File: src/design/audio_port_pkg.sv
// Shared constants and types of the audio port global control block.
package audio_port_pkg;

  // ********************************************************************
  // Bus and register map
  // ********************************************************************
  localparam int unsigned ADDR_W   = 4;
  localparam int unsigned DATA_W   = 16;
  localparam logic [3:0]  OFS_CFG  = 4'h0;  // Global configuration.
  localparam logic [3:0]  OFS_IRQ  = 4'h4;  // Interrupt status and control.
  localparam logic [3:0]  OFS_EVT  = 4'h8;  // Sticky event status, cleared by read.
  localparam logic [3:0]  OFS_MASK = 4'hc;  // Event mask.

  // ********************************************************************
  // Reset values
  // ********************************************************************
  localparam logic [15:0] CFG_RST  = 16'h0000;
  localparam logic [15:0] IRQ_RST  = 16'h0000;
  localparam logic [3:0]  EVT_RST  = 4'h0;
  localparam logic [3:0]  MASK_RST = 4'h0;

  // ********************************************************************
  // Timing
  // ********************************************************************
  localparam int unsigned CLK_PERIOD_NS  = 40;
  localparam int unsigned BCLK_PERIOD_NS = 320;  // Internal bit clock period.
  localparam int unsigned BCLK_DIV       = BCLK_PERIOD_NS / CLK_PERIOD_NS;

  // ********************************************************************
  // Register layouts, most significant field first
  // ********************************************************************
  typedef struct packed {
    logic       module_clock_enable;  // Bit 15.
    logic       module_enable_bit;    // Bit 14.
    logic       isdn_slave_mode_sel;  // Bit 13.
    logic       fs_invert;            // Bit 12.
    logic [1:0] fs_len;               // Bits 11:10.
    logic       clr_tx_fifo;          // Bit 9.
    logic       clr_rx_fifo;          // Bit 8.
    logic       ext_bclk;             // Bit 7.
    logic       long_fs;              // Bit 6.
    logic       ext_fs;               // Bit 5.
    logic [1:0] slot_cnt;             // Bits 4:3.
    logic       loop_back;            // Bit 2.
    logic       word16;               // Bit 1.
    logic       async_mode;           // Bit 0.
  } cfg_t;

  typedef struct packed {
    logic [3:0] rsvd;                 // Bits 15:12, read as zero.
    logic       tx_err_irq_clear;     // Bit 11.
    logic       tx_irq_clear;         // Bit 10.
    logic       rx_err_irq_clear;     // Bit 9.
    logic       rx_irq_clear;         // Bit 8.
    logic       tx_err_irq_pending;   // Bit 7.
    logic       tx_irq_pending;       // Bit 6.
    logic       rx_err_irq_pending;   // Bit 5.
    logic       rx_irq_pending;       // Bit 4.
    logic       tx_err_irq_enable;    // Bit 3.
    logic       tx_irq_enable;        // Bit 2.
    logic       rx_err_irq_enable;    // Bit 1.
    logic       rx_irq_enable;        // Bit 0.
  } irq_t;

  // Register port request, one cycle per access.
  typedef struct packed {
    logic              wr;
    logic              rd;
    logic [ADDR_W-1:0] addr;
    logic [DATA_W-1:0] wdata;
  } bus_req_t;

endpackage

File: src/design/audio_port_ctrl.sv
// Global control, link front end and interrupt logic of the audio port.
//
// Chosen here: the address map and strobed register access.
`timescale 1ns/1ps
module audio_port_ctrl #(
  parameter int unsigned DIV = audio_port_pkg::BCLK_DIV
) (
  input  wire logic                    mclk,                 // Block clock, 25 MHz.
  input  wire logic                    rst_n,                // Asynchronous reset.
  input  wire audio_port_pkg::bus_req_t bus_req,             // Register request.
  output logic [15:0]                  rd_data,              // Read data, next cycle.
  input  wire logic                    tx_almost_empty_flag, // Transmit buffer low.
  input  wire logic                    tx_underrun_flag,     // Transmit underrun.
  input  wire logic                    rx_irq_event,         // Receive service request.
  input  wire logic                    rx_err_event,         // Receive error.
  input  wire logic                    link_bclk,            // Bit clock pin.
  input  wire logic                    link_fsync,           // Frame sync pin.
  output audio_port_pkg::cfg_t         mode_cfg,             // Configuration copy.
  output logic                         port_clk_en,          // Port clock gate.
  output logic                         port_enable,          // Port on.
  output logic                         slave_mode,           // ISDN slave mode.
  output logic                         ext_bclk,             // Bit clock from pin.
  output logic                         ext_fsync,            // Frame sync from pin.
  output logic                         rx_fifo_clear,        // Receive FIFO reset.
  output logic                         tx_fifo_clear,        // Transmit FIFO reset.
  output logic                         bit_tick,             // Bit clock enable.
  output logic                         frame_start,          // Frame start pulse.
  output logic                         audio_irq             // Interrupt request.
);

  // ********************************************************************
  // State
  // ********************************************************************
  typedef struct packed {
    audio_port_pkg::cfg_t cfg;
    logic [3:0]           irq_en;
    logic [3:0]           evt;
    logic [3:0]           mask;
    logic [15:0]          rdata;
    logic [7:0]           div_cnt;
    logic                 bit_tick;
    logic                 frame_start;
    logic                 tx_almost_empty_flag_prev;
    logic                 tx_ur_prev;
  } ctrl_state_t;

  ctrl_state_t s_q;
  ctrl_state_t s_d;

  logic [1:0] pin_rise;
  logic [1:0] pin_fall;
  logic [3:0] pend;
  logic [3:0] pend_set;
  logic [3:0] pend_clr;
  logic       wr_cfg;
  logic       wr_irq;
  logic       running;
  logic       ext_bclk_eff;
  logic       ext_fs_eff;
  logic       fs_edge;
  audio_port_pkg::cfg_t wcfg;
  audio_port_pkg::irq_t wirq;
  audio_port_pkg::irq_t irq_view;

  // ********************************************************************
  // Link pin synchroniser
  // ********************************************************************
  link_sync #(
    .W (2)
  ) u_link_sync (
    .mclk  (mclk),
    .rst_n (rst_n),
    .pin   ({link_fsync, link_bclk}),
    .lvl   (),
    .rise  (pin_rise),
    .fall  (pin_fall)
  );

  // ********************************************************************
  // Decode and derived controls
  // ********************************************************************
  // Register writes and the modes they select.
  always_comb
  begin
    wcfg         = audio_port_pkg::cfg_t'(bus_req.wdata);
    wirq         = audio_port_pkg::irq_t'(bus_req.wdata);
    wr_cfg       = bus_req.wr && (bus_req.addr == audio_port_pkg::OFS_CFG);
    wr_irq       = bus_req.wr && (bus_req.addr == audio_port_pkg::OFS_IRQ)
                   && s_q.cfg.module_clock_enable;
    running      = s_q.cfg.module_clock_enable && s_q.cfg.module_enable_bit;
    ext_bclk_eff = s_q.cfg.ext_bclk || s_q.cfg.isdn_slave_mode_sel;
    ext_fs_eff   = s_q.cfg.ext_fs || s_q.cfg.isdn_slave_mode_sel;
    fs_edge      = s_q.cfg.fs_invert ? pin_fall[1] : pin_rise[1];
  end

  // Pending flag sets and write-one clears, order rx, rx error, tx, tx error.
  always_comb
  begin
    pend_set[0] = running && s_q.irq_en[0] && rx_irq_event;
    pend_set[1] = running && s_q.irq_en[1] && rx_err_event;
    pend_set[2] = running && s_q.irq_en[2] && tx_almost_empty_flag;
    pend_set[3] = running && s_q.irq_en[3] && tx_underrun_flag;
    pend_clr    = wr_irq ? {wirq.tx_err_irq_clear, wirq.tx_irq_clear,
                            wirq.rx_err_irq_clear, wirq.rx_irq_clear} : 4'h0;
  end

  // ********************************************************************
  // Pending flags
  // ********************************************************************
  // Each flag clears only through its own clear bit.
  genvar gi;
  generate
    for (gi = 0; gi < 4; gi++)
    begin : g_pend
      pend_flag u_pend (
        .mclk  (mclk),
        .rst_n (rst_n),
        .set   (pend_set[gi]),
        .clr   (pend_clr[gi]),
        .pend  (pend[gi])
      );
    end
  endgenerate

  // Read view of the interrupt register; clear bits read as zero.
  always_comb
  begin
    irq_view                    = '0;
    irq_view.rx_irq_enable      = s_q.irq_en[0];
    irq_view.rx_err_irq_enable  = s_q.irq_en[1];
    irq_view.tx_irq_enable      = s_q.irq_en[2];
    irq_view.tx_err_irq_enable  = s_q.irq_en[3];
    irq_view.rx_irq_pending     = pend[0];
    irq_view.rx_err_irq_pending = pend[1];
    irq_view.tx_irq_pending     = pend[2];
    irq_view.tx_err_irq_pending = pend[3];
  end

  // ********************************************************************
  // Next state
  // ********************************************************************
  always_comb
  begin
    s_d                 = s_q;
    s_d.cfg.clr_rx_fifo = 1'b0;
    s_d.cfg.clr_tx_fifo = 1'b0;
    s_d.rdata           = 16'h0000;
    s_d.bit_tick        = 1'b0;
    s_d.frame_start     = 1'b0;
    s_d.tx_almost_empty_flag_prev      = tx_almost_empty_flag;
    s_d.tx_ur_prev      = tx_underrun_flag;
    // Configuration write: clock enable first, mode bits locked while on.
    if (wr_cfg)
    begin
      if (!s_q.cfg.module_clock_enable)
      begin
        s_d.cfg                     = '0;
        s_d.cfg.module_clock_enable = wcfg.module_clock_enable;
      end
      else if (s_q.cfg.module_enable_bit)
      begin
        s_d.cfg.module_clock_enable = wcfg.module_clock_enable;
        s_d.cfg.module_enable_bit   = wcfg.module_enable_bit;
        s_d.cfg.clr_rx_fifo         = wcfg.clr_rx_fifo;
        s_d.cfg.clr_tx_fifo         = wcfg.clr_tx_fifo;
      end
      else
      begin
        s_d.cfg = wcfg;
      end
    end
    // Interrupt enables.
    if (wr_irq)
    begin
      s_d.irq_en = {wirq.tx_err_irq_enable, wirq.tx_irq_enable,
                    wirq.rx_err_irq_enable, wirq.rx_irq_enable};
    end
    if (bus_req.wr && bus_req.addr == audio_port_pkg::OFS_MASK
        && s_q.cfg.module_clock_enable)
    begin
      s_d.mask = bus_req.wdata[3:0];
    end
    // Read data, valid only in the cycle after the strobe.
    if (bus_req.rd)
    begin
      case (bus_req.addr)
        audio_port_pkg::OFS_CFG:
          s_d.rdata = s_q.cfg;
        audio_port_pkg::OFS_IRQ:
          s_d.rdata = s_q.cfg.module_clock_enable ? irq_view : 16'h0000;
        audio_port_pkg::OFS_EVT:
        begin
          s_d.rdata = s_q.cfg.module_clock_enable ? {12'h000, s_q.evt} : 16'h0000;
          if (s_q.cfg.module_clock_enable)
          begin
            s_d.evt = 4'h0;
          end
        end
        audio_port_pkg::OFS_MASK:
          s_d.rdata = s_q.cfg.module_clock_enable ? {12'h000, s_q.mask} : 16'h0000;
        default:
          s_d.rdata = 16'h0000;
      endcase
    end
    // Bit clock: divider when internal, pin edges when external or slave; no ticks and divider cleared without clock.
    if (s_q.cfg.module_clock_enable)
    begin
      if (s_q.div_cnt == 8'(DIV - 1))
      begin
        s_d.div_cnt = 8'h00;
      end
      else
      begin
        s_d.div_cnt = s_q.div_cnt + 8'h01;
      end
      s_d.bit_tick    = running && (ext_bclk_eff ? pin_rise[0]
                                     : (s_q.div_cnt == 8'(DIV - 1)));
      s_d.frame_start = running && ext_fs_eff && fs_edge;
    end
    else
    begin
      s_d.div_cnt = 8'h00;
    end
    // Sticky events set after any read clear, so a new event wins.
    s_d.evt = s_d.evt | {running && rx_err_event,
                         running && tx_underrun_flag && !s_q.tx_ur_prev,
                         running && tx_almost_empty_flag && !s_q.tx_almost_empty_flag_prev,
                         s_d.frame_start};
  end

  // State register.
  always_ff @(posedge mclk or negedge rst_n)
  begin
    if (!rst_n)
    begin
      s_q         <= '0;
      s_q.cfg     <= audio_port_pkg::CFG_RST;
      s_q.irq_en  <= audio_port_pkg::IRQ_RST[3:0];
      s_q.evt     <= audio_port_pkg::EVT_RST;
      s_q.mask    <= audio_port_pkg::MASK_RST;
    end
    else
    begin
      s_q <= s_d;
    end
  end

  // ********************************************************************
  // Outputs
  // ********************************************************************
  assign rd_data       = s_q.rdata;
  assign mode_cfg      = s_q.cfg;
  assign port_clk_en   = s_q.cfg.module_clock_enable;
  assign port_enable   = s_q.cfg.module_enable_bit;
  assign slave_mode    = s_q.cfg.isdn_slave_mode_sel;
  assign ext_bclk      = ext_bclk_eff;
  assign ext_fsync     = ext_fs_eff;
  assign rx_fifo_clear = s_q.cfg.clr_rx_fifo;
  assign tx_fifo_clear = s_q.cfg.clr_tx_fifo;
  assign bit_tick      = s_q.bit_tick;
  assign frame_start   = s_q.frame_start;
  assign audio_irq     = |(pend & s_q.irq_en) | |(s_q.evt & s_q.mask);
endmodule

File: src/design/link_sync.sv
// Two-flop synchroniser with edge detection for link pins.
`timescale 1ns/1ps
module link_sync #(
  parameter int unsigned W = 2
) (
  input  wire logic         mclk,  // Block clock.
  input  wire logic         rst_n, // Asynchronous reset, active low.
  input  wire logic [W-1:0] pin,   // Pins from outside the clock domain.
  output logic      [W-1:0] lvl,   // Synchronised level.
  output logic      [W-1:0] rise,  // One-cycle pulse on a rising edge.
  output logic      [W-1:0] fall   // One-cycle pulse on a falling edge.
);

  typedef struct packed {
    logic [W-1:0] meta;
    logic [W-1:0] sync;
    logic [W-1:0] prev;
  } sync_state_t;

  sync_state_t s_q;
  sync_state_t s_d;

  // Shift the pins through the chain; the first stage is never observed.
  always_comb
  begin
    s_d      = s_q;
    s_d.meta = pin;
    s_d.sync = s_q.meta;
    s_d.prev = s_q.sync;
  end

  // State register.
  always_ff @(posedge mclk or negedge rst_n)
  begin
    if (!rst_n)
    begin
      s_q <= '0;
    end
    else
    begin
      s_q <= s_d;
    end
  end

  // Edge outputs compare the synchronised stage with its delayed copy.
  assign lvl  = s_q.sync;
  assign rise = s_q.sync & ~s_q.prev;
  assign fall = ~s_q.sync & s_q.prev;

endmodule

File: src/design/pend_flag.sv
// One interrupt pending flag: set by hardware, cleared by a write of one.
`timescale 1ns/1ps
module pend_flag (
  input  wire logic mclk,  // Block clock.
  input  wire logic rst_n, // Asynchronous reset, active low.
  input  wire logic set,   // Hardware event, level or pulse.
  input  wire logic clr,   // Write-one-to-clear strobe.
  output logic      pend   // Pending flag, from a register.
);

  typedef struct packed {
    logic pend;
  } flag_state_t;

  flag_state_t s_q;
  flag_state_t s_d;

  // A set in the clear cycle wins so that no event is lost.
  always_comb
  begin
    s_d = s_q;
    if (set)
    begin
      s_d.pend = 1'b1;
    end
    else if (clr)
    begin
      s_d.pend = 1'b0;
    end
  end

  // State register.
  always_ff @(posedge mclk or negedge rst_n)
  begin
    if (!rst_n)
    begin
      s_q <= '0;
    end
    else
    begin
      s_q <= s_d;
    end
  end

  assign pend = s_q.pend;

endmodule

File: config.mk
export PLATFORM = sky130hd
export DESIGN_NAME = audio_port_ctrl
export DESIGN_NICKNAME = d
export VERILOG_FILES = /design/src/design/audio_port_pkg.sv /design/src/design/audio_port_ctrl.sv /design/src/design/link_sync.sv /design/src/design/pend_flag.sv
export SDC_FILE = /design/constraint.sdc
export NUM_CORES = 1
export LEC_CHECK = 0
export ABC_AREA = 1
export BUFFER_PORTS_ARGS = -buffer_cell sky130_fd_sc_hd__buf_4
export CAP_MARGIN = 20
export CELL_PAD_IN_SITES_DETAIL_PLACEMENT = 1
export CELL_PAD_IN_SITES_GLOBAL_PLACEMENT = 1
export CORE_ASPECT_RATIO = 0.75
export CORE_MARGIN = 2
export CORE_UTILIZATION = 40
export CTS_CLUSTER_SIZE = 12
export DETAILED_ROUTE_END_ITERATION = 12
export PLACE_DENSITY = 0.78
export REMOVE_ABC_BUFFERS = 1
export SLEW_MARGIN = 20
export SYNTH_ARGS = -nofsm -noshare
export SYNTH_HDL_FRONTEND = slang
export SYNTH_HIERARCHICAL = 1
export SYNTH_SLANG_ARGS = --single-unit
File: constraint.sdc
create_clock -name mclk -period 1.9 [get_ports mclk]
set_clock_uncertainty 0.2 [all_clocks]
set_input_delay 0.095 -clock mclk [delete_from_list [all_inputs] [get_ports mclk]]
set_output_delay 0.095 -clock mclk [all_outputs]
set_load 0.01 [all_outputs]
==> metrics.yaml <==
vdd_ir_drop_max_mv: 0.482
core_um2: 7810
pwr-share-clk_pct: 35.2
cts_tree: "done"
p_seq_share_pct: 43.6
fin_hold_ws_ns: -0.0290
io_buffers: 71
grt_max_degree: 37
fp.dieArea_um2: 8730
setup_viol_count_final: 0
num_vias: 2727
path_clk_slew_ns: 0.08
cp.arrival_ns: 1.84
syn_area_per_cell_um2: 8.48
antenna_found_initial: 0
fillCellCount: 929
die_w_um: 107
cts_sinks: 66
clkLatencyLatePin_ns: 0.35
grt_pass1_wl_um: 14300
path_buf_inv: 3
finalCriticalPeriod_ns: 1.75
initial_core_util_pct: 40.9
fin_crit_sh_pct: 92.0
fin_util_pct: 53.4
fin_nets: 487
hold_violations: 4
drive_gt1_share_pct: 23.6
drt_iter0_markers: 108
maxCapViolCount: 0
critPathRequiredTime_ns: 1.99
max_stage_delay_ns: 0.57
final_common_cell: "nand2_1"
intPower_mw: 2.86
violations: "negative hold slack"
routed_wl_um: 8860
ctsHtreeMaxLevel: 3
cp_slowest_cell: "dlygate4sd3_1"
p_comb_share_pct: 21.2
ctsResizeCount: 0
crit_family: "buffers and inverters"
rows: 28
grt_pass1_vias: 2828
relSlewSlack_pct: 67.8
wl_met3_um: 550
synth_warnings: 6
p_per_area_nw_per_um2: 987
worst_setup_path_start_kind: "input port"
ios: 72
max_slew.worst_pin.slew_ns: 0.483
dp_hpwl_um: 6100
netlist_area_um2: 3200
firstDrtPassIters: 4
dp.cells: 516
m1WireLength_um: 3920
slew_viol_final: 0
fin_tns_setup_ns: 0
worstSetupPathType: "input port to register"
synthCells: 377
p_leak_nw: 2.25
hp-class: "input port to register"
p_switching_mw: 1.26
place.gp.congestion: 0.805
grt_util_all_layers_pct: 21.9
grt_overflow: 0
top_layer_used: "met4"
die_h_um: 81.4
critical_path.endpoint_type: "register"
wire_per_inst_um: 15.6
drc: 0
route.met2.wl_um: 4300
status: "finished, violations left"
syn_to_final_growth_pct: 30.6
final_cell_mix: "nand2_1 (93), buf_4 (80), dfrtp_1 (66)"
via_per_inst: 4.82
crit_path_frequent_cell: "dlygate4sd3_1"
fin_cells: 566
drtAntennaViolNets: 0
swShare_pct: 30.7
cts_buffers: 9
fmax_mhz: 572
total_power_mw: 4.12
path_cells: "dlygate4sd3_1, buf_4, nor2_4, nand2_4, nor3_1, dlygate4sd3_1"
antennaDiodeCount: 0
rsz0062_at_grt: "false"
clockRootBuffer: "clkbuf_8"
cts_buffer_depth: 2
cp_max_fo: 8
-- stage by stage --
stage          setup WS, ns  hold slack, ns  cell area, um^2
2_1_floorplan        -0.101          -0.401             2890
3_3_place_gp          0.366          -0.107             3610
3_5_place_dp          0.325          -0.109             3610
4_1_cts              0.0493         0.00285             4150
5_1_grt               0.104         -0.0104             4180
6_report              0.153         -0.0290             4180
-- layer usage --
metal  global-route usage [%]  vias to the layer above
met1                     27.4                     1333
li1                         -                     1303
met2                     37.7                       81
met4                     5.45                        0
met5                        0                        -
met3                     6.59                       10
-- flip-flops by register name (all words and copies together), names as in the netlist, 2 cells and up --
| name | count |
|---|---|
| s_q | 18 |
| rd_data | 16 |
| mode_cfg | 11 |
| g_pend.u_pend/pend | 4 |
| irq_view | 4 |
| u_link_sync/lvl | 2 |
| u_link_sync/s_d | 2 |
| u_link_sync/s_q | 2 |
-- final cells by class --
cell class / count / area [um^2] / share of cell area (%)
Sequential cell: 66 / 1650 / 39.6
Multi-Input combinational cell: 215 / 1040 / 24.8
Clock inverter: 6 / 114 / 2.73
Tap cell: 105 / 131 / 3.15
Inverter: 54 / 203 / 4.85
Timing Repair Buffer: 110 / 911 / 21.8
Clock buffer: 10 / 128 / 3.06
-- worst paths after layout --
path	slack (ns)	depth (start not counted)	from	to
worst min-delay path	-0.03	5	bus_req[18]	rd_data[5]$_DFF_PN0_
worst max-delay path	0.15	6	bus_req[16]	tx_fifo_clear$_DFF_PN0_
max in group asynchronous	0.90	3	rst_n	g_pend[3].u_pend/pend$_DFFE_PN0P_
worst max register to register	0.31	7	port_clk_en$_DFFE_PN0P_	g_pend[1].u_pend/pend$_DFFE_PN0P_
worst min register to register	0.15	0	u_link_sync/s_d[3]$_DFF_PN0_	u_link_sync/lvl[1]$_DFF_PN0_
min in group asynchronous	0.05	2	rst_n	rd_data[8]$_DFF_PN0_
-- power groups by stage --
stage | logic (mW) | clock network (mW) | registers (mW)
after floorplan | 0.364 | 0 | 1.81
after detailed placement | 0.819 | 0 | 1.82
after global routing | 0.973 | 1.54 | 1.83
after global placement | 0.791 | 0 | 1.81
final | 0.872 | 1.45 | 1.80
after CTS | 0.873 | 1.48 | 1.79
-- what timing repair did --
action,in CTS,in global routing
hold buffers,30,0
setup buffers,0,5
endpoints found under the hold margin,109,0
setup endpoints to repair,0,6
-- worst reg2reg max path: cells and delay by family (launching register included) --
family | cells | cell delay, ns
AND/OR/NAND/NOR | 5 | 0.69
flip-flops | 1 | 0.43
buffers and inverters | 2 | 0.18
Note: power is estimated with default switching activity, not from simulation.
